==> config.mk <==
export PLATFORM = sky130hd
export DESIGN_NAME = sio_uart
export DESIGN_NICKNAME = d
export VERILOG_FILES = /design/src/rtl/sio_pkg.sv /design/src/rtl/sio_uart.sv /design/src/rtl/sio_brg.sv /design/src/rtl/sio_fifo.sv
export SDC_FILE = /design/constraint.sdc
export NUM_CORES = 1
export LEC_CHECK = 0
export ABC_AREA = 1
export ABC_CLOCK_PERIOD_IN_PS = 2650
export CAP_MARGIN = 20
export CORE_MARGIN = 2
export CORE_UTILIZATION = 60
export DETAILED_ROUTE_END_ITERATION = 8
export DONT_BUFFER_PORTS = 1
export GPL_TIMING_DRIVEN = 0
export HOLD_SLACK_MARGIN = 0.12
export PLACE_DENSITY = 0.76
export SYNTH_ARGS = -nofsm -noshare
export SYNTH_HDL_FRONTEND = slang
export SYNTH_SLANG_ARGS = --single-unit
==> constraint.sdc <==
create_clock -name sys_clk -period 2.65 [get_ports sys_clk]
set_input_delay 0.1325 -clock sys_clk [delete_from_list [all_inputs] [get_ports sys_clk]]
set_output_delay 0.1325 -clock sys_clk [all_outputs]
set_load 0.005 [all_outputs]
==> src/rtl/sio_pkg.sv <==
package sio_pkg;
   // prescaler source select codes
   localparam logic [1:0] SIO_SRC_F1    = 2'h0;
   localparam logic [1:0] SIO_SRC_F8    = 2'h1;
   localparam logic [1:0] SIO_SRC_F32   = 2'h2;
   localparam logic [4:0] SIO_F8_MASK   = 5'h07;
   localparam logic [4:0] SIO_F32_MASK  = 5'h1F;
   // frame layout
   localparam logic [3:0] SIO_BASE_LEN  = 4'h7;
   localparam logic [3:0] SIO_CHAR_W    = 4'h9;
   localparam logic [8:0] SIO_FULL_MASK = 9'h1FF;
   localparam logic [1:0] SIO_LEN7      = 2'h0;
   localparam logic [1:0] SIO_LEN9      = 2'h2;
   // oversampling phase points (sixteen ticks per bit)
   localparam logic [3:0] SIO_PH_MID    = 4'h7;
   localparam logic [3:0] SIO_PH_END    = 4'hF;
   // flow control and clock pin select codes
   localparam logic [1:0] SIO_FLOW_CTS  = 2'h1;
   localparam logic [1:0] SIO_FLOW_RTS  = 2'h2;
   localparam logic [1:0] SIO_CKP_MAIN  = 2'h1;
   localparam logic [1:0] SIO_CKP_ALT   = 2'h2;
   // channel numbers owning optional features
   localparam int         SIO_CH_ALTCLK = 1;
   localparam int         SIO_CH_LOGIC  = 2;
   // reset values
   localparam logic       SIO_LINE_IDLE = 1'b1;
   localparam logic       SIO_ARM_RST   = 1'b1;

   typedef enum logic [4:0] {
      SIO_TX_IDLE = 5'h01, SIO_TX_START = 5'h02, SIO_TX_DATA = 5'h04,
      SIO_TX_PAR  = 5'h08, SIO_TX_STOP  = 5'h10
   } sio_txst_t;

   typedef enum logic [4:0] {
      SIO_RX_IDLE = 5'h01, SIO_RX_START = 5'h02, SIO_RX_DATA = 5'h04,
      SIO_RX_PAR  = 5'h08, SIO_RX_STOP  = 5'h10
   } sio_rxst_t;
endpackage

==> src/rtl/sio_uart.sv <==
`timescale 1ns/1ps
// Functional notes
// - msbFirst selects bit order on line
// - channel one clock on selected pin, internal
// - continuous receive: buffer read re-arms receiver
// - channel two data inversion on write/read
// - inversion touches character bits only
// - channel two pin polarity inverts whole line
// - start, 7/8/9 bits, parity, 1/2 stops
// - internal rate is prescaled/(16(n+1))
// - external rate (channels zero and one) is pin clock/(16(n+1))
// - flow control: CTS, RTS or none
// - send needs enable, data, CTS low
// - receive needs enable and start bit
// - transmit irq at load or completion
// - receive irq when buffer loaded
// - overrun overwrites buffer, no receive irq
// - missing stop bit flags framing error
// - parity mismatch flags parity error
// - error summary on any error
// - sleep (channels zero and one) accepts only characters with MSB set
// - idle line high, or floating open-drain
module sio_uart import sio_pkg::*; #(
   parameter int CHAN  = 0,
   parameter int DIV_W = 8,
   parameter int DEPTH = 2
) (
   input  wire logic             sys_clk,
   input  wire logic             resetn,
   input  wire logic             txEnable,
   input  wire logic             rxEnable,
   input  wire logic             msbFirst,
   input  wire logic [1:0]       charLen,
   input  wire logic             parityEn,
   input  wire logic             parityOdd,
   input  wire logic             twoStop,
   input  wire logic [1:0]       clkSrcSel,
   input  wire logic             extClkSel,
   input  wire logic [DIV_W-1:0] brgDivisor,
   input  wire logic [1:0]       flowSel,
   input  wire logic             txIrqCause,
   input  wire logic             contRecv,
   input  wire logic [1:0]       clkPinSel,
   input  wire logic             dataInvert,
   input  wire logic             pinInvert,
   input  wire logic             sleepSel,
   input  wire logic             openDrain,
   input  wire logic             errClear,
   input  wire logic [8:0]       txData,
   input  wire logic             txValid,
   output logic                  txReady,
   output logic                  txEmpty,
   output logic [8:0]            rxData,
   output logic                  rxFull,
   input  wire logic             rxRead,
   output logic                  txIrq,
   output logic                  rxIrq,
   output logic                  overrunErr,
   output logic                  framingErr,
   output logic                  parityErr,
   output logic                  errorSum,
   input  wire logic             serialInPin,
   output logic                  serialOutPin,
   output logic                  serialOutEn,
   input  wire logic             ctsIn,
   output logic                  rtsOut,
   input  wire logic             channelClockIn,
   output logic                  channelClockOut,
   output logic                  channelClockEn,
   output logic                  altClockOut,
   output logic                  altClockEn
);
   generate
      if (CHAN < 0 || CHAN > 2) begin : g_chk
         $error("sio_uart: CHAN must be 0, 1 or 2");
      end
   endgenerate

   sio_txst_t  txSt_q;
   sio_rxst_t  rxSt_q;
   logic [3:0] txPh_q, txBit_q, rxPh_q, rxBit_q, clkDiv_q;
   logic [8:0] txShift_q, rxShift_q, fifoIn, fifoData;
   logic       txPar_q, txStop2_q, txLine_q, rxStop2_q, rxFrame_q, rxPar_q;
   logic       rxArmed_q, fifoValid, fifoInReady, tick16, txGo, txLoad, txDone;
   logic       rxIn, rxEnd, rxLoad, rxStart, rxNewPar, rxFrameNow;
   logic       extEff, pinInv, logicInv, sleepEff;
   logic [3:0] len, lastBit;
   logic [8:0] mask, invMask;

   // picks the shift-register slot of the b-th bit on the line
   function automatic logic [3:0] bitIdx(input logic [3:0] b, input logic [3:0] l, input logic m);
      bitIdx = m ? l - 4'h1 - b : b;
   endfunction

   // channel feature gating
   assign extEff   = extClkSel && (CHAN != SIO_CH_LOGIC);
   assign pinInv   = pinInvert && (CHAN == SIO_CH_LOGIC);
   assign logicInv = dataInvert && (CHAN == SIO_CH_LOGIC);
   assign sleepEff = sleepSel && (CHAN != SIO_CH_LOGIC);
   assign len      = SIO_BASE_LEN + {2'h0, charLen};
   assign lastBit  = len - 4'h1;
   assign mask     = SIO_FULL_MASK >> (SIO_CHAR_W - len);
   assign invMask  = logicInv ? mask : 9'h000;
   assign fifoIn   = txData ^ invMask;
   assign rxIn     = serialInPin ^ pinInv;

   sio_brg #(.DIV_W(DIV_W)) u_brg (
      .sys_clk  (sys_clk),
      .resetn   (resetn),
      .srcSel   (clkSrcSel),
      .extSel   (extEff),
      .extClkIn (channelClockIn),
      .divisor  (brgDivisor),
      .tick16   (tick16)
   );

   // two words of slack between the cpu and the shifter
   sio_fifo #(.WIDTH(9), .DEPTH(DEPTH)) u_txbuf (
      .sys_clk  (sys_clk),
      .resetn   (resetn),
      .inData   (fifoIn),
      .inValid  (txValid),
      .inReady  (fifoInReady),
      .outData  (fifoData),
      .outValid (fifoValid),
      .outReady (txLoad)
   );

   // start condition and transmit events
   assign txGo   = txEnable && fifoValid && (flowSel != SIO_FLOW_CTS || !ctsIn);
   assign txLoad = (txSt_q == SIO_TX_IDLE) && txGo;
   assign txDone = (txSt_q == SIO_TX_STOP) && tick16 && txPh_q == SIO_PH_END && !txStop2_q;

   // transmit shifter; every cell lasts sixteen ticks
   always_ff @(posedge sys_clk or negedge resetn) begin
      if (!resetn) begin
         txSt_q    <= SIO_TX_IDLE;
         txPh_q    <= 4'h0;
         txBit_q   <= 4'h0;
         txShift_q <= 9'h000;
         txPar_q   <= 1'b0;
         txStop2_q <= 1'b0;
         txLine_q  <= SIO_LINE_IDLE;
      end else begin
         case (txSt_q)
            SIO_TX_IDLE: begin
               if (txLoad) begin
                  txSt_q    <= SIO_TX_START;
                  txPh_q    <= 4'h0;
                  txBit_q   <= 4'h0;
                  txShift_q <= fifoData;
                  txPar_q   <= ^(fifoData & mask) ^ parityOdd;
                  txLine_q  <= 1'b0;
               end
            end
            SIO_TX_START: begin
               if (tick16) begin
                  txPh_q <= txPh_q + 4'h1;
                  if (txPh_q == SIO_PH_END) begin
                     txSt_q   <= SIO_TX_DATA;
                     txLine_q <= txShift_q[bitIdx(4'h0, len, msbFirst)];
                  end
               end
            end
            SIO_TX_DATA: begin
               if (tick16) begin
                  txPh_q <= txPh_q + 4'h1;
                  if (txPh_q == SIO_PH_END) begin
                     if (txBit_q == lastBit) begin
                        txSt_q    <= parityEn ? SIO_TX_PAR : SIO_TX_STOP;
                        txLine_q  <= parityEn ? txPar_q : 1'b1;
                        txStop2_q <= twoStop;
                     end else begin
                        txBit_q  <= txBit_q + 4'h1;
                        txLine_q <= txShift_q[bitIdx(txBit_q + 4'h1, len, msbFirst)];
                     end
                  end
               end
            end
            SIO_TX_PAR: begin
               if (tick16) begin
                  txPh_q <= txPh_q + 4'h1;
                  if (txPh_q == SIO_PH_END) begin
                     txSt_q   <= SIO_TX_STOP;
                     txLine_q <= 1'b1;
                  end
               end
            end
            SIO_TX_STOP: begin
               if (tick16) begin
                  txPh_q <= txPh_q + 4'h1;
                  if (txPh_q == SIO_PH_END) begin
                     if (txStop2_q) begin
                        txStop2_q <= 1'b0;
                     end else begin
                        txSt_q <= SIO_TX_IDLE;
                     end
                  end
               end
            end
            default: txSt_q <= SIO_TX_IDLE;
         endcase
      end
   end

   // pin stage: open drain only pulls low, floats for a high level
   always_ff @(posedge sys_clk or negedge resetn) begin
      if (!resetn) begin
         serialOutPin <= SIO_LINE_IDLE;
         serialOutEn  <= 1'b0;
         txEmpty      <= 1'b1;
         txReady      <= 1'b0;
         txIrq        <= 1'b0;
      end else begin
         serialOutPin <= txLine_q ^ pinInv;
         serialOutEn  <= !openDrain || !(txLine_q ^ pinInv);
         txEmpty      <= !fifoValid;
         txReady      <= fifoInReady;
         txIrq        <= txIrqCause ? txDone : txLoad;
      end
   end

   // receiver events; the last stop sample is still on rxIn in the rxEnd cycle
   assign rxStart  = (rxSt_q == SIO_RX_IDLE) && tick16 && rxEnable && rxArmed_q && !rxIn;
   assign rxEnd    = (rxSt_q == SIO_RX_STOP) && tick16 && rxPh_q == SIO_PH_END && !rxStop2_q;
   assign rxLoad   = rxEnd && !(sleepEff && !rxShift_q[lastBit]);
   assign rxNewPar = (^(rxShift_q & mask) ^ rxIn) != parityOdd;
   assign rxFrameNow = rxFrame_q || !rxIn;

   // receive shifter; a phase of seven checks the start, fifteen centres later bits
   always_ff @(posedge sys_clk or negedge resetn) begin
      if (!resetn) begin
         rxSt_q    <= SIO_RX_IDLE;
         rxPh_q    <= 4'h0;
         rxBit_q   <= 4'h0;
         rxShift_q <= 9'h000;
         rxStop2_q <= 1'b0;
         rxFrame_q <= 1'b0;
         rxPar_q   <= 1'b0;
      end else begin
         case (rxSt_q)
            SIO_RX_IDLE: begin
               if (rxStart) begin
                  rxSt_q    <= SIO_RX_START;
                  rxPh_q    <= 4'h0;
                  rxBit_q   <= 4'h0;
                  rxShift_q <= 9'h000;
                  rxFrame_q <= 1'b0;
                  rxPar_q   <= 1'b0;
               end
            end
            SIO_RX_START: begin
               if (tick16) begin
                  rxPh_q <= rxPh_q + 4'h1;
                  if (rxPh_q == SIO_PH_MID) begin
                     rxPh_q <= 4'h0;
                     rxSt_q <= rxIn ? SIO_RX_IDLE : SIO_RX_DATA;
                  end
               end
            end
            SIO_RX_DATA: begin
               if (tick16) begin
                  rxPh_q <= rxPh_q + 4'h1;
                  if (rxPh_q == SIO_PH_END) begin
                     rxShift_q[bitIdx(rxBit_q, len, msbFirst)] <= rxIn;
                     rxBit_q <= rxBit_q + 4'h1;
                     if (rxBit_q == lastBit) begin
                        rxSt_q    <= parityEn ? SIO_RX_PAR : SIO_RX_STOP;
                        rxStop2_q <= twoStop;
                     end
                  end
               end
            end
            SIO_RX_PAR: begin
               if (tick16) begin
                  rxPh_q <= rxPh_q + 4'h1;
                  if (rxPh_q == SIO_PH_END) begin
                     rxPar_q <= rxNewPar;
                     rxSt_q  <= SIO_RX_STOP;
                  end
               end
            end
            SIO_RX_STOP: begin
               if (tick16) begin
                  rxPh_q <= rxPh_q + 4'h1;
                  if (rxPh_q == SIO_PH_END) begin
                     if (!rxIn) begin
                        rxFrame_q <= 1'b1;
                     end
                     if (rxStop2_q) begin
                        rxStop2_q <= 1'b0;
                     end else begin
                        rxSt_q <= SIO_RX_IDLE;
                     end
                  end
               end
            end
            default: rxSt_q <= SIO_RX_IDLE;
         endcase
      end
   end

   // receive buffer; a read in the loading cycle counts as done first
   always_ff @(posedge sys_clk or negedge resetn) begin
      if (!resetn) begin
         rxData <= 9'h000;
         rxFull <= 1'b0;
         rxIrq  <= 1'b0;
      end else begin
         rxIrq <= rxLoad && !(rxFull && !rxRead);
         if (rxLoad) begin
            rxData <= rxShift_q ^ invMask;
            rxFull <= 1'b1;
         end else if (rxRead) begin
            rxFull <= 1'b0;
         end
      end
   end

   // after a character the receiver waits to be re-armed
   always_ff @(posedge sys_clk or negedge resetn) begin
      if (!resetn) begin
         rxArmed_q <= SIO_ARM_RST;
      end else if ((rxRead && contRecv) || (txValid && fifoInReady)) begin
         rxArmed_q <= 1'b1;
      end else if (rxLoad) begin
         rxArmed_q <= 1'b0;
      end
   end

   // sticky errors; a new error wins over a clear in the same cycle
   always_ff @(posedge sys_clk or negedge resetn) begin
      if (!resetn) begin
         overrunErr <= 1'b0;
         framingErr <= 1'b0;
         parityErr  <= 1'b0;
         errorSum   <= 1'b0;
      end else begin
         overrunErr <= (rxLoad && rxFull && !rxRead) || (overrunErr && !errClear);
         framingErr <= (rxLoad && rxFrameNow) || (framingErr && !errClear);
         parityErr  <= (rxLoad && rxPar_q) || (parityErr && !errClear);
         errorSum   <= (rxLoad && ((rxFull && !rxRead) || rxFrameNow || rxPar_q))
                       || (errorSum && !errClear);
      end
   end

   // flow control out and bit-rate clock on the chosen pin
   always_ff @(posedge sys_clk or negedge resetn) begin
      if (!resetn) begin
         rtsOut          <= 1'b1;
         clkDiv_q        <= 4'h0;
         channelClockOut <= 1'b1;
         channelClockEn  <= 1'b0;
         altClockOut     <= 1'b1;
         altClockEn      <= 1'b0;
      end else begin
         rtsOut          <= (flowSel == SIO_FLOW_RTS) ? !(rxEnable && rxArmed_q && !rxFull) : 1'b1;
         clkDiv_q        <= clkDiv_q + 4'(tick16);
         channelClockOut <= !clkDiv_q[3];
         altClockOut     <= !clkDiv_q[3];
         channelClockEn  <= CHAN == SIO_CH_ALTCLK && !extEff && clkPinSel == SIO_CKP_MAIN;
         altClockEn      <= CHAN == SIO_CH_ALTCLK && !extEff && clkPinSel == SIO_CKP_ALT;
      end
   end
endmodule

==> src/rtl/sio_brg.sv <==
`timescale 1ns/1ps
// bit-rate generator: prescaler, source mux and n+1 divider, gives the 16x tick
module sio_brg import sio_pkg::*; #(
   parameter int DIV_W = 8
) (
   input  wire logic             sys_clk,
   input  wire logic             resetn,
   input  wire logic [1:0]       srcSel,
   input  wire logic             extSel,
   input  wire logic             extClkIn,
   input  wire logic [DIV_W-1:0] divisor,
   output logic                  tick16
);
   generate
      if (DIV_W < 1 || DIV_W > 16) begin : g_chk
         $error("sio_brg: DIV_W out of range");
      end
   endgenerate

   logic [4:0]       pre_q;
   logic             extPrev_q;
   logic [DIV_W-1:0] cnt_q;
   logic             preTick;
   logic             srcTick;

   // free running prescaler; f1 passes every cycle
   always_comb begin
      case (srcSel)
         SIO_SRC_F8:  preTick = (pre_q & SIO_F8_MASK) == SIO_F8_MASK;
         SIO_SRC_F32: preTick = (pre_q & SIO_F32_MASK) == SIO_F32_MASK;
         default:     preTick = 1'b1;
      endcase
   end
   assign srcTick = extSel ? (extClkIn & ~extPrev_q) : preTick;

   always_ff @(posedge sys_clk or negedge resetn) begin
      if (!resetn) begin
         pre_q     <= 5'h00;
         extPrev_q <= 1'b0;
      end else begin
         pre_q     <= pre_q + 5'h01;
         extPrev_q <= extClkIn;
      end
   end

   // reload divider counts n+1 source ticks per output tick
   always_ff @(posedge sys_clk or negedge resetn) begin
      if (!resetn) begin
         cnt_q  <= '0;
         tick16 <= 1'b0;
      end else begin
         tick16 <= 1'b0;
         if (srcTick) begin
            if (cnt_q == '0) begin
               cnt_q  <= divisor;
               tick16 <= 1'b1;
            end else begin
               cnt_q <= cnt_q - DIV_W'(1);
            end
         end
      end
   end
endmodule

==> src/rtl/sio_fifo.sv <==
`timescale 1ns/1ps
// small valid/ready buffer; flags are registered so ready never depends on the sink
module sio_fifo #(
   parameter int WIDTH = 9,
   parameter int DEPTH = 2
) (
   input  wire logic             sys_clk,
   input  wire logic             resetn,
   input  wire logic [WIDTH-1:0] inData,
   input  wire logic             inValid,
   output logic                  inReady,
   output logic [WIDTH-1:0]      outData,
   output logic                  outValid,
   input  wire logic             outReady
);
   localparam int AW = (DEPTH > 1) ? $clog2(DEPTH) : 1;
   generate
      if (DEPTH < 2 || (DEPTH & (DEPTH - 1)) != 0 || WIDTH < 1) begin : g_chk
         $error("sio_fifo: DEPTH must be a power of two >= 2");
      end
   endgenerate

   logic [WIDTH-1:0] mem_q [DEPTH];
   logic [AW-1:0]    wrPtr_q;
   logic [AW-1:0]    rdPtr_q;
   logic [AW:0]      count_q;
   logic [AW:0]      count_d;
   logic             push;
   logic             pop;

   assign push    = inValid & inReady;
   assign pop     = outValid & outReady;
   assign outData = mem_q[rdPtr_q];
   assign count_d = count_q + (AW+1)'(push) - (AW+1)'(pop);

   always_ff @(posedge sys_clk) begin
      if (push) begin
         mem_q[wrPtr_q] <= inData;
      end
   end

   // pointers and honest full/empty flags
   always_ff @(posedge sys_clk or negedge resetn) begin
      if (!resetn) begin
         wrPtr_q  <= '0;
         rdPtr_q  <= '0;
         count_q  <= '0;
         inReady  <= 1'b1;
         outValid <= 1'b0;
      end else begin
         wrPtr_q  <= wrPtr_q + AW'(push);
         rdPtr_q  <= rdPtr_q + AW'(pop);
         count_q  <= count_d;
         inReady  <= count_d != (AW+1)'(DEPTH);
         outValid <= count_d != '0;
      end
   end
endmodule

# Word level (Yosys, flattened, before mapping)
# Memories as Yosys holds them, arrays and structs flattened.
# Cells that the tools add are included.
[classes] add_sub_neg=16 n_eq_ne=49 n_lt_le_gt_ge=5 reduce_logical=85 shift=1 n_mux=100 bitwise_logic=8
[op_table] op="2-to-1 mux 5 bit" n=23
[op_table] op="2-to-1 mux 4 bit" n=14
[op_table] op="one-hot mux 5 bit (5 select lines)" n=2
[op_table] op="2-to-1 mux 1 bit" n=40
[op_table] op="logical AND 1 bit" n=31
[op_table] op="inequality test 2 bit, second input constant" n=15
[op_table] op="2-to-1 mux 9 bit" n=3
[op_table] op="inequality test 2 x 1 -> 1 bit, second input constant" n=13
[op_table] op="one-hot mux 4 bit (2 select lines)" n=3
[op_table] op="AND reduction 11 bit" n=2
[op_table] op="less-than comparator 4 x 5 -> 1 bit, second input constant" n=4
[op_table] op="nonzero test 2 bit" n=10
[op_table] op="AND 9 bit" n=2
[op_table] op="one-hot mux 9 bit (2 select lines)" n=1
[op_table] op="parity 9 bit" n=2
[op_table] op="adder 4 x 1 -> 4 bit, second input constant" n=4
[op_table] op="== test 5 bit, second input constant" n=3
[op_table] op="logical NOT 1 bit" n=15
[op_table] op="binary-select mux 1 bit (select 4 bit)" n=3
[op_table] op="one-hot mux 4 bit (3 select lines)" n=1
[op_table] op="AND reduction 4 bit" n=3
[op_table] op="AND reduction 6 bit" n=2
[op_table] op="== test 5 x 1 -> 1 bit, second input constant" n=2
[op_table] op="== test 5 x 2 -> 1 bit, second input constant" n=2
[op_table] op="40 further kinds" n=64
[word_totals] in_bits=46 n_memories=1 ram_bits=18 output_inout_bits=25 elab_cells=304 ff_bits=98
[mem_list] memory="u_txbuf.mem_q" depth=2 word_bits=9 rd=1 rd_ports_with_merged_regs=0 write_ports=1 line="sio_fifo.sv:23" text="logic [WIDTH-1:0] mem_q [DEPTH];"

# Depth between registers and ports, before layout
# Gate-level depths: netlist of run 1.
[depth] word_depth=12 depth_mapped=21 depth_no_buf=21

# Hierarchy
# A second synthesis of run 1 with hierarchy kept.
[unflattened] hier_cells=847 area_unflattened_um2=6815.3
[modules_own_cells] mod="sio_uart" area_per_inst_um2=4932.2 n_inst=1 cells_each=642 seq_area_each_um2=1936.9
[modules_own_cells] mod="sio_fifo" area_per_inst_um2=962.2 n_inst=1 cells_each=80 seq_area_each_um2=691.9
[modules_own_cells] mod="sio_brg" area_per_inst_um2=920.9 n_inst=1 cells_each=125 seq_area_each_um2=375.4

# Worst setup path before layout of run 1
# No wires, ideal clock.
[synth_path] kind="input port to flip-flop" startpoint="input charLen[0]" endpoint="register txLine_q" slack_ns=0.264 setup_time_ns=0.075 n_path_buf=0 required_time_ns=2.575 stages=20 t_arrival_ns=2.310 cell_sequence="inv_2 ha_1 inv_1 nor2_4 nor2_4 inv_1 fa_1 nand2_1 o21ai_0 nand3b_1 nand2_1 nand3_1 nand2_1 inv_1 nand2_1 nand3_1 nand2_1 nand2_1 nand2_1 nand2_1"
[synth_via] elab_chain_cells=10 elab_cells_between_ends=16 cone_classes="add/sub (3); eq/ne (1); mux (12)"
[synth_rtl] element="from (decl)" line="sio_uart.sv:33" text="input wire logic [1:0] charLen,"
[synth_rtl] element="adder 3 x 2 -> 4 bit *" line="sio_uart.sv:100" text="assign len = SIO_BASE_LEN + {2'h0, charLen};"
[synth_rtl] element="subtractor 4 x 1 -> 4 bit *" line="sio_uart.sv:92, sio_uart.sv:101"
[synth_rtl] element="subtractor 4 bit" line="sio_uart.sv:92" text="bitIdx = m ? l - 4'h1 - b : b;"
[synth_rtl] element="2-to-1 mux 4 bit" line="sio_uart.sv:92"
[synth_rtl] element="binary-select mux 1 bit (select 4 bit)" line="sio_uart.sv:175" text="txLine_q <= txShift_q[bitIdx(txBit_q + 4'h1, len, msbFirst)];"
[synth_rtl] element="2-to-1 mux 1 bit (implied by the code)" line="sio_uart.sv:175"
[synth_rtl] element="2-to-1 mux 1 bit" line="sio_uart.sv:169" text="if (txBit_q == lastBit) begin"
[synth_rtl] element="2-to-1 mux 1 bit" line="sio_uart.sv:168" text="if (txPh_q == SIO_PH_END) begin"
[synth_rtl] element="2-to-1 mux 1 bit" line="sio_uart.sv:166" text="if (tick16) begin"
[synth_rtl] element="one-hot mux 1 bit (4 select lines) *" line="sio_uart.sv:145" text="case (txSt_q)"
[synth_rtl] element="to (signal assigned)" line="sio_uart.sv:161" text="txLine_q <= txShift_q[bitIdx(4'h0, len, msbFirst)];"
[synth_rtl] element="to (signal assigned)" line="sio_uart.sv:171" text="txLine_q <= parityEn ? txPar_q : 1'b1;"
[synth_rtl] element="to (signal assigned)" line="sio_uart.sv:175"
[synth_rtl] element="to (decl)" line="sio_uart.sv:83" text="logic txPar_q, txStop2_q, txLine_q, rxStop2_q, rxFrame_q, rxPar_q;"
# Mark *: on every way between the ends. The rest lies on a longest branch, timed or not. The select of a mux whose other input is x is not followed.
# A chain may end at the register's enable or synchronous reset.

# Final worst setup path of run 1
[layout_path] startpoint="input charLen[0]" endpoint="register rxShift_q[8]"
[layout_via] elab_chain_cells=12 elab_cells_between_ends=13 cone_classes="add/sub (3); order compare (2); mux (7); reduce/logical (1)"
[layout_rtl] element="adder 3 x 2 -> 4 bit *" line="sio_uart.sv:100"
[layout_rtl] element="subtractor 4 x 1 -> 4 bit *" line="sio_uart.sv:92"
[layout_rtl] element="subtractor 4 bit *" line="sio_uart.sv:92"
[layout_rtl] element="2-to-1 mux 4 bit *" line="sio_uart.sv:92"
[layout_rtl] element="less-than comparator 4 x 5 -> 1 bit (implied by the code) / >= comparator 4 x 1 -> 1 bit (equally long branches)" line="sio_uart.sv:265" text="rxShift_q[bitIdx(rxBit_q, len, msbFirst)] <= rxIn;"
[layout_rtl] element="logical AND 1 bit (implied by the code)" line="sio_uart.sv:265"
[layout_rtl] element="2-to-1 mux 1 bit (implied by the code)" line="sio_uart.sv:265"
[layout_rtl] element="demux 1 bit (select 4 bit) *" line="sio_uart.sv:265"
[layout_rtl] element="bitwise mux 9 bit *" line="sio_uart.sv:265"
[layout_rtl] element="2-to-1 mux 9 bit *" line="sio_uart.sv:264" text="if (rxPh_q == SIO_PH_END) begin"
[layout_rtl] element="2-to-1 mux 9 bit *" line="sio_uart.sv:262" text="if (tick16) begin"
[layout_rtl] element="one-hot mux 9 bit (2 select lines) *" line="sio_uart.sv:241" text="case (rxSt_q)"
[layout_rtl] element="to (signal, indexed assignment)" line="sio_uart.sv:265"
[layout_rtl] element="to (decl)" line="sio_uart.sv:82" text="logic [8:0] txShift_q, rxShift_q, fifoIn, fifoData;"
# Marks and branches as above.

==> results.cfg, run 1 <==
[logic_synthesis]
synth-edff-count = 18
ys_seq_elements = 116
ys_types = 56
ys.flop_type = dfrtp_1
synthCells = 789
synth_area_mm2 = 0.00654
synth.avg_cell_area_um2 = 8.29
ys_warn_count = 0
ys_seq_area_share_pct = 45.9
async_flop_share_pct = 84.5

[setup_path]
worstPathArrival_ps = 2980
setup.worst_path.end = rxShift_q[8]
critPathLaunchType = input port
path_class = input port to flip-flop
cp_slowest_stage_delay_ps = 550
cp_max_fo = 10
r2r_cells = 8
critPathLaunch = charLen[0]
regToRegSetupSlack_ps = 120
end_kind = flip-flop
worstPathCellList = inv_2, ha_1, inv_1, nor2_4, nor2_4, inv_1, fa_1, o21ai_0, nor2_2, nand3_1, nor2_1, o22ai_1, dlygate4sd3_1
rr_endpoint = rxShift_q[8]
slowest_stage = dlygate4sd3_1
required_ps = 3060
crit-reg2reg-launch = rxBit_q[0]

[placement]
gp_congestion = 0.937
placed_area_mm2 = 0.00672
place_hpwl_um = 10400
io_buffers = 0

[floorplanning]
core_mm2 = 0.0107
die_area_mm2 = 0.0118
die-height_um = 108
io_pins = 71
initial_core_util_pct = 60.9
std_cell_rows = 38
die_w_um = 108

[detailed_routing]
drt_wl_total_um = 15700
wl_per_cell_um = 15.6
wl_met1_um = 6460
drt_iter0_drc = 389
top_layer = met4
drc = 0
wl_met2_um = 8070
first_pass_iters = 6
postRouteAntennaNets = 0
route.vias.total = 5600
drt-vias-per-instance = 5.56
dr_wl_met3_um = 946

[clock_network]
htreeDepth = 4
numCtsBuffers = 17
clockBufferDepth = 2
cts.sinks = 116
clk_pin_slew_ps = 60
root_buffer = clkbuf_8
clk-insertion-delay-late_ps = 530
cts_tree = yes

[timing]
worst_hold_slack_ps = 121
fin_crit_sh_pct = 97.0
fin_tns_setup_ps = 0
tightest_slew_ps = 533
hold_viol = 0
clock_skew_ps = 10.1
setup_viol = 0
relSlewSlack_pct = 64.2
final_max_slew_viol_count = 0
finalCriticalPeriod_ps = 2570
max_freq_mhz = 389

[worst_hold_path]
min_path_cells = 6
hp-class = input port to flip-flop

[cells_and_area]
n_fill_cell = 796
stdcell_area_mm2 = 0.00785
nets = 930
final_layout_size_suffix_gt1_share_pct = 10.8
area_growth_pct = 20.0

[run_status]
status = finished clean

[power_and_ir_drop]
p_leak_uw = 0.00375
p_per_area_mw_per_mm2 = 917
ir_drop_mv = 0.634

[global_route]
overflow = 0
grt_max_degree = 99
antenna_found_initial = 1
grt_usage_pct = 28.5
grt_pass1_wl_um = 25800
grt_pass1_vias = 5468

[flow_run]
maxCapViolations = 0
metrics by stage:
| stage | power (uW) | util, % | setup slack, ps | std cells |
|---|---|---|---|---|
| 2_1_floorplan | 4070 | - | 264 | 790 |
| 3_3_place_gp | 4400 | 62.5 | -153 | 930 |
| 3_5_place_dp | 4510 | 62.5 | -218 | 930 |
| 4_1_cts | 7130 | 72.7 | 59.1 | 1005 |
| 5_1_grt | 7630 | 73.0 | -30.0 | 1008 |
| 6_report | 7200 | 73.0 | 80.4 | 1008 |
worst min path at each step:
stage,startpoint,to,slack [ps]
floorplan,resetn,clkDiv_q[0],-160
global placement,resetn,framingErr,-160
detailed placement,resetn,errorSum,-160
CTS,flowSel[1],txShift_q[4],160
global route,clkSrcSel[1],u_brg.cnt_q[3],160
finish,clkSrcSel[1],u_brg.cnt_q[3],120
Yosys cell counts, drive strengths merged (2+ instances only):
cell | count | share of area, %
nand2 | 227 | 13
or2 | 2 | 0.19
o21bai | 8 | 0.92
nand3 | 60 | 4.8
mux2i | 3 | 0.46
dfstp | 9 | 3.6
o211ai | 4 | 0.46
dfrtp | 89 | 34
o21a | 2 | 0.23
nand3b | 3 | 0.34
nand4 | 9 | 0.96
edfxtp | 18 | 8.3
a21boi | 2 | 0.29
xor2 | 18 | 2.4
nor3 | 9 | 1.0
nor2 | 55 | 3.6
o21ai | 75 | 6.1
buf | 10 | 1.1
fa | 2 | 0.61
inv | 105 | 6.0
a21oi | 18 | 1.4
nor4 | 5 | 1.0
xnor2 | 12 | 1.6
ha | 28 | 5.4
clkbuf | 3 | 0.17
layout by cell type (no fill, tap or decap), drive strengths merged, types with 8 or more instances in the layout:
cell           n
nand2        227
dlygate4sd3   42
dfstp          9
buf           13
dfrtp         89
nor2          55
inv          110
nand4          9
xor2          18
ha            28
o21ai         75
nand3         60
o21bai         8
edfxtp        18
nor3           9
a21oi         18
xnor2         12
clkbuf        22
cells by family after synthesis:
kind of cell / Yosys count / synth area share [%]
simple gates: 372 / 25.7
buf+inv: 119 / 7.33
compound gates: 117 / 10.4
flops: 116 / 45.9
fa+ha+maj: 30 / 5.97
xor+xnor: 30 / 4.02
mux: 4 / 0.631
other cells: 1 / 0.0573
cell type report:
class	count	area [um2]	share of cell area [%]
well taps	140	175	2.23
flip-flops and latches	116	3000	38.3
diodes	1	2.50	0.0319
multi-input cells	555	3080	39.2
clock inverters	13	190	2.42
inverters	106	399	5.09
plain buffers	13	83.8	1.07
repair buffers	45	463	5.90
clock buffers	19	453	5.77
routing by layer:
metal | up-vias | global-route usage [%]
li1 | 2708 | -
met1 | 2672 | 34.6
met2 | 193 | 49.6
met3 | 27 | 6.93
met4 | 0 | 9.43
met5 | - | 0
flip-flops by register name (all words and copies together), names as in the netlist, 2 cells and up:
register / flops
clkDiv_q: 4
rxBit_q: 4
rxData: 9
rxPh_q: 4
rxShift_q: 9
rxSt_q: 5
txBit_q: 4
txPh_q: 4
txShift_q: 9
txSt_q: 5
u_brg.cnt_q: 8
u_brg.pre_q: 5
u_txbuf.count_q: 2
u_txbuf.mem_q: 18
what timing repair did:
item,CTS,global route
hold endpoints to repair,174,0
endpoints found under the setup margin,0,6
gates resized for setup,0,6
hold buffers,43,0
setup buffers,0,2
worst max-delay path, delay by kind of cell:
family / cells / cell delay (ps)
compound gates: 2 / 210
fa+ha+maj: 2 / 820
buf+inv: 4 / 990
simple gates: 5 / 810
power breakdown:
group | leakage, uW | internal [uW] | total [uW] | switching [uW]
sequential | 0.00142 | 2240 | 2510 | 275
clock | 0.000311 | 1620 | 2480 | 865
combinational | 0.00202 | 813 | 2200 | 1390
Note: power is estimated with default switching activity, not from simulation.
==> run 2, diff against run 1 <==
- CORE_UTILIZATION: 60 -> 55
- PLACE_DENSITY: 0.76 -> 0.7
- RECOVER_POWER: unset -> 100
- SLEW_MARGIN: unset -> 0
==> results.cfg, run 2 (same netlist as run 1, synthesis figures left out) <==
[timing]
relSlewSlack_pct = 12.1
final_max_slew_viol_count = 0
setup_ws_ps = 190
grt_setup_unrepaired = no
worst_hold_slack_ps = 156
tightest_slew_ps = 1320
max_freq_mhz = 406
setup_viol = 0
finalCriticalPeriod_ps = 2460
hold_viol = 0
clock_skew_ps = 8.42
fin_crit_sh_pct = 92.8

[global_route]
antenna_found_initial = 0
grt_use_met1_pct = 33.8
grt_max_degree = 99
grt_pass1_vias = 5412
overflow = 0
met2_usage_pct = 41.4
grt_usage_pct = 25.7
use_met3_pct = 6.96
top_usage_layer = met2
grt_pass1_wl_um = 25800

[worst_hold_path]
hp-class = input port to flip-flop
min-delay-start = parityOdd

[detailed_routing]
drt_iter0_drc = 385
first_pass_iters = 9
drt_wl_total_um = 15100
route.vias.total = 5486
drc = 3
drt-vias-per-instance = 5.49
postRouteAntennaNets = 0
wl_per_cell_um = 15.1

[power_and_ir_drop]
p_leak_uw = 0.00368
p_per_area_mw_per_mm2 = 932
ir_drop_mv = 0.668

[clock_network]
cts.sinks = 116
htreeDepth = 4
clk-insertion-delay-late_ps = 420
clockBufferDepth = 2
numCtsBuffers = 17
clk_pin_slew_ps = 50
root_buffer = clkbuf_16
cts_tree = yes

[floorplanning]
die_area_mm2 = 0.0128
die-height_um = 113
core_mm2 = 0.0115
die_w_um = 113
io_pins = 71
initial_core_util_pct = 56.8
std_cell_rows = 39

[placement]
placed_cells_incl_taps = 933
pre_cts_ws_ps = -123
gp_congestion = 0.919
place_hpwl_um = 10600
io_buffers = 0

[setup_path]
path_buf_inv = 2
critPathLaunch = u_brg.pre_q[0]
cp_slowest_stage_delay_ps = 540
end_kind = flip-flop
worstPathCellList = ha_1, ha_1, a21oi_1, nand2_1, a21boi_0, inv_1, clkbuf_1, a32oi_1, nand2_1
slowest_stage = a21boi_0
worstPathArrival_ps = 2750
path_class = flip-flop to flip-flop
critPathLaunchType = flip-flop
crit-reg2reg-launch = u_brg.pre_q[0]
cp_max_fo = 10
required_ps = 2940
cp_top_family = compound AO/OA/AOI/OAI gates

[cells_and_area]
nets = 920
area_growth_pct = 17.2
final_common_cell = nand2_1
top_register = u_txbuf.mem_q
diodes = 0
largest_reg_flops = 18
final_layout_size_suffix_gt1_share_pct = 7.47
n_fill_cell = 937
fin_cells = 1000
final_cell_mix = 223 x nand2_1, 101 x inv_1, 89 x dfrtp_1, 66 x o21ai_0, 59 x nand3_1

[run_status]
status = complete, but fails checks
violations = design-rule violations

[flow_run]
maxCapViolations = 0
run 2: changes by cell type in the layout (fill, tap and decap cells not counted), sizes merged:
cell / before / now
clkbuf: 22 / 31
dlygate4sd3: 42 / 33
buf: 13 / 7
inv: 110 / 105
bufinv: 4 / 6
clkinv: 3 / 2
diode: 1 / 0
run 2: final cells by class:
class                           instances  area (um2)  area share, %
Sequential cell                       116        3000           39.2
Multi-Input combinational cell        555        2990           39.0
Clock buffer                           23         478           6.24
Inverter                              106         399           5.21
Timing Repair Buffer                   35         342           4.46
Clock inverter                          9         198           2.58
Tap cell                              143         179           2.33
Buffer                                 13        78.8           1.03
run 2: report_power, final:
part,total [uW],internal [uW],switching [uW]
Clock,2610,1830,780
Combinational,2030,730,1300
Sequential,2500,2230,270
Total,7140,4790,2350
run 2: through the flow:
stage | utilization (%) | total power (uW) | setup TNS (ps) | cell area (um2)
after detailed placement | 58.4 | 4510 | -123 | 6720
after global placement | 58.4 | 4410 | -77.2 | 6720
after global routing | 66.5 | 7600 | 0 | 7660
after floorplan | - | 4070 | 0 | 6540
after CTS | 67.4 | 7250 | 0 | 7760
final | 66.5 | 7140 | 0 | 7660
run 2: what timing repair did:
item | CTS | global route
hold endpoints to repair | 156 | 0
hold buffers | 34 | 0
setup endpoints to repair | 0 | 2
gates resized for setup | 0 | 1
setup buffers | 0 | 1
run 2: layer usage:
layer  share of wire (%)  vias up
li1                    -     2680
met4                 1.9        0
met2                  48      169
met5                   0        -
met3                 5.0       19
met1                  45     2618
run 2: path summary, 6_finish.rpt:
kind,end,slack (ps),cells after the start
max,u_brg.cnt_q[2],190,9
min,txPar_q,160,5
max reg2reg,u_brg.cnt_q[2],190,9
min reg2reg,altClockOut,390,1
max in group asynchronous,u_brg.cnt_q[4],1210,2
min in group asynchronous,rxShift_q[3],620,2
run 2: tightest hold or removal path, stage by stage:
cell and delay (ps):
xor2_1 80, xnor2_1 130, nand2_1 50, nand3_1 90
nand2_1 50
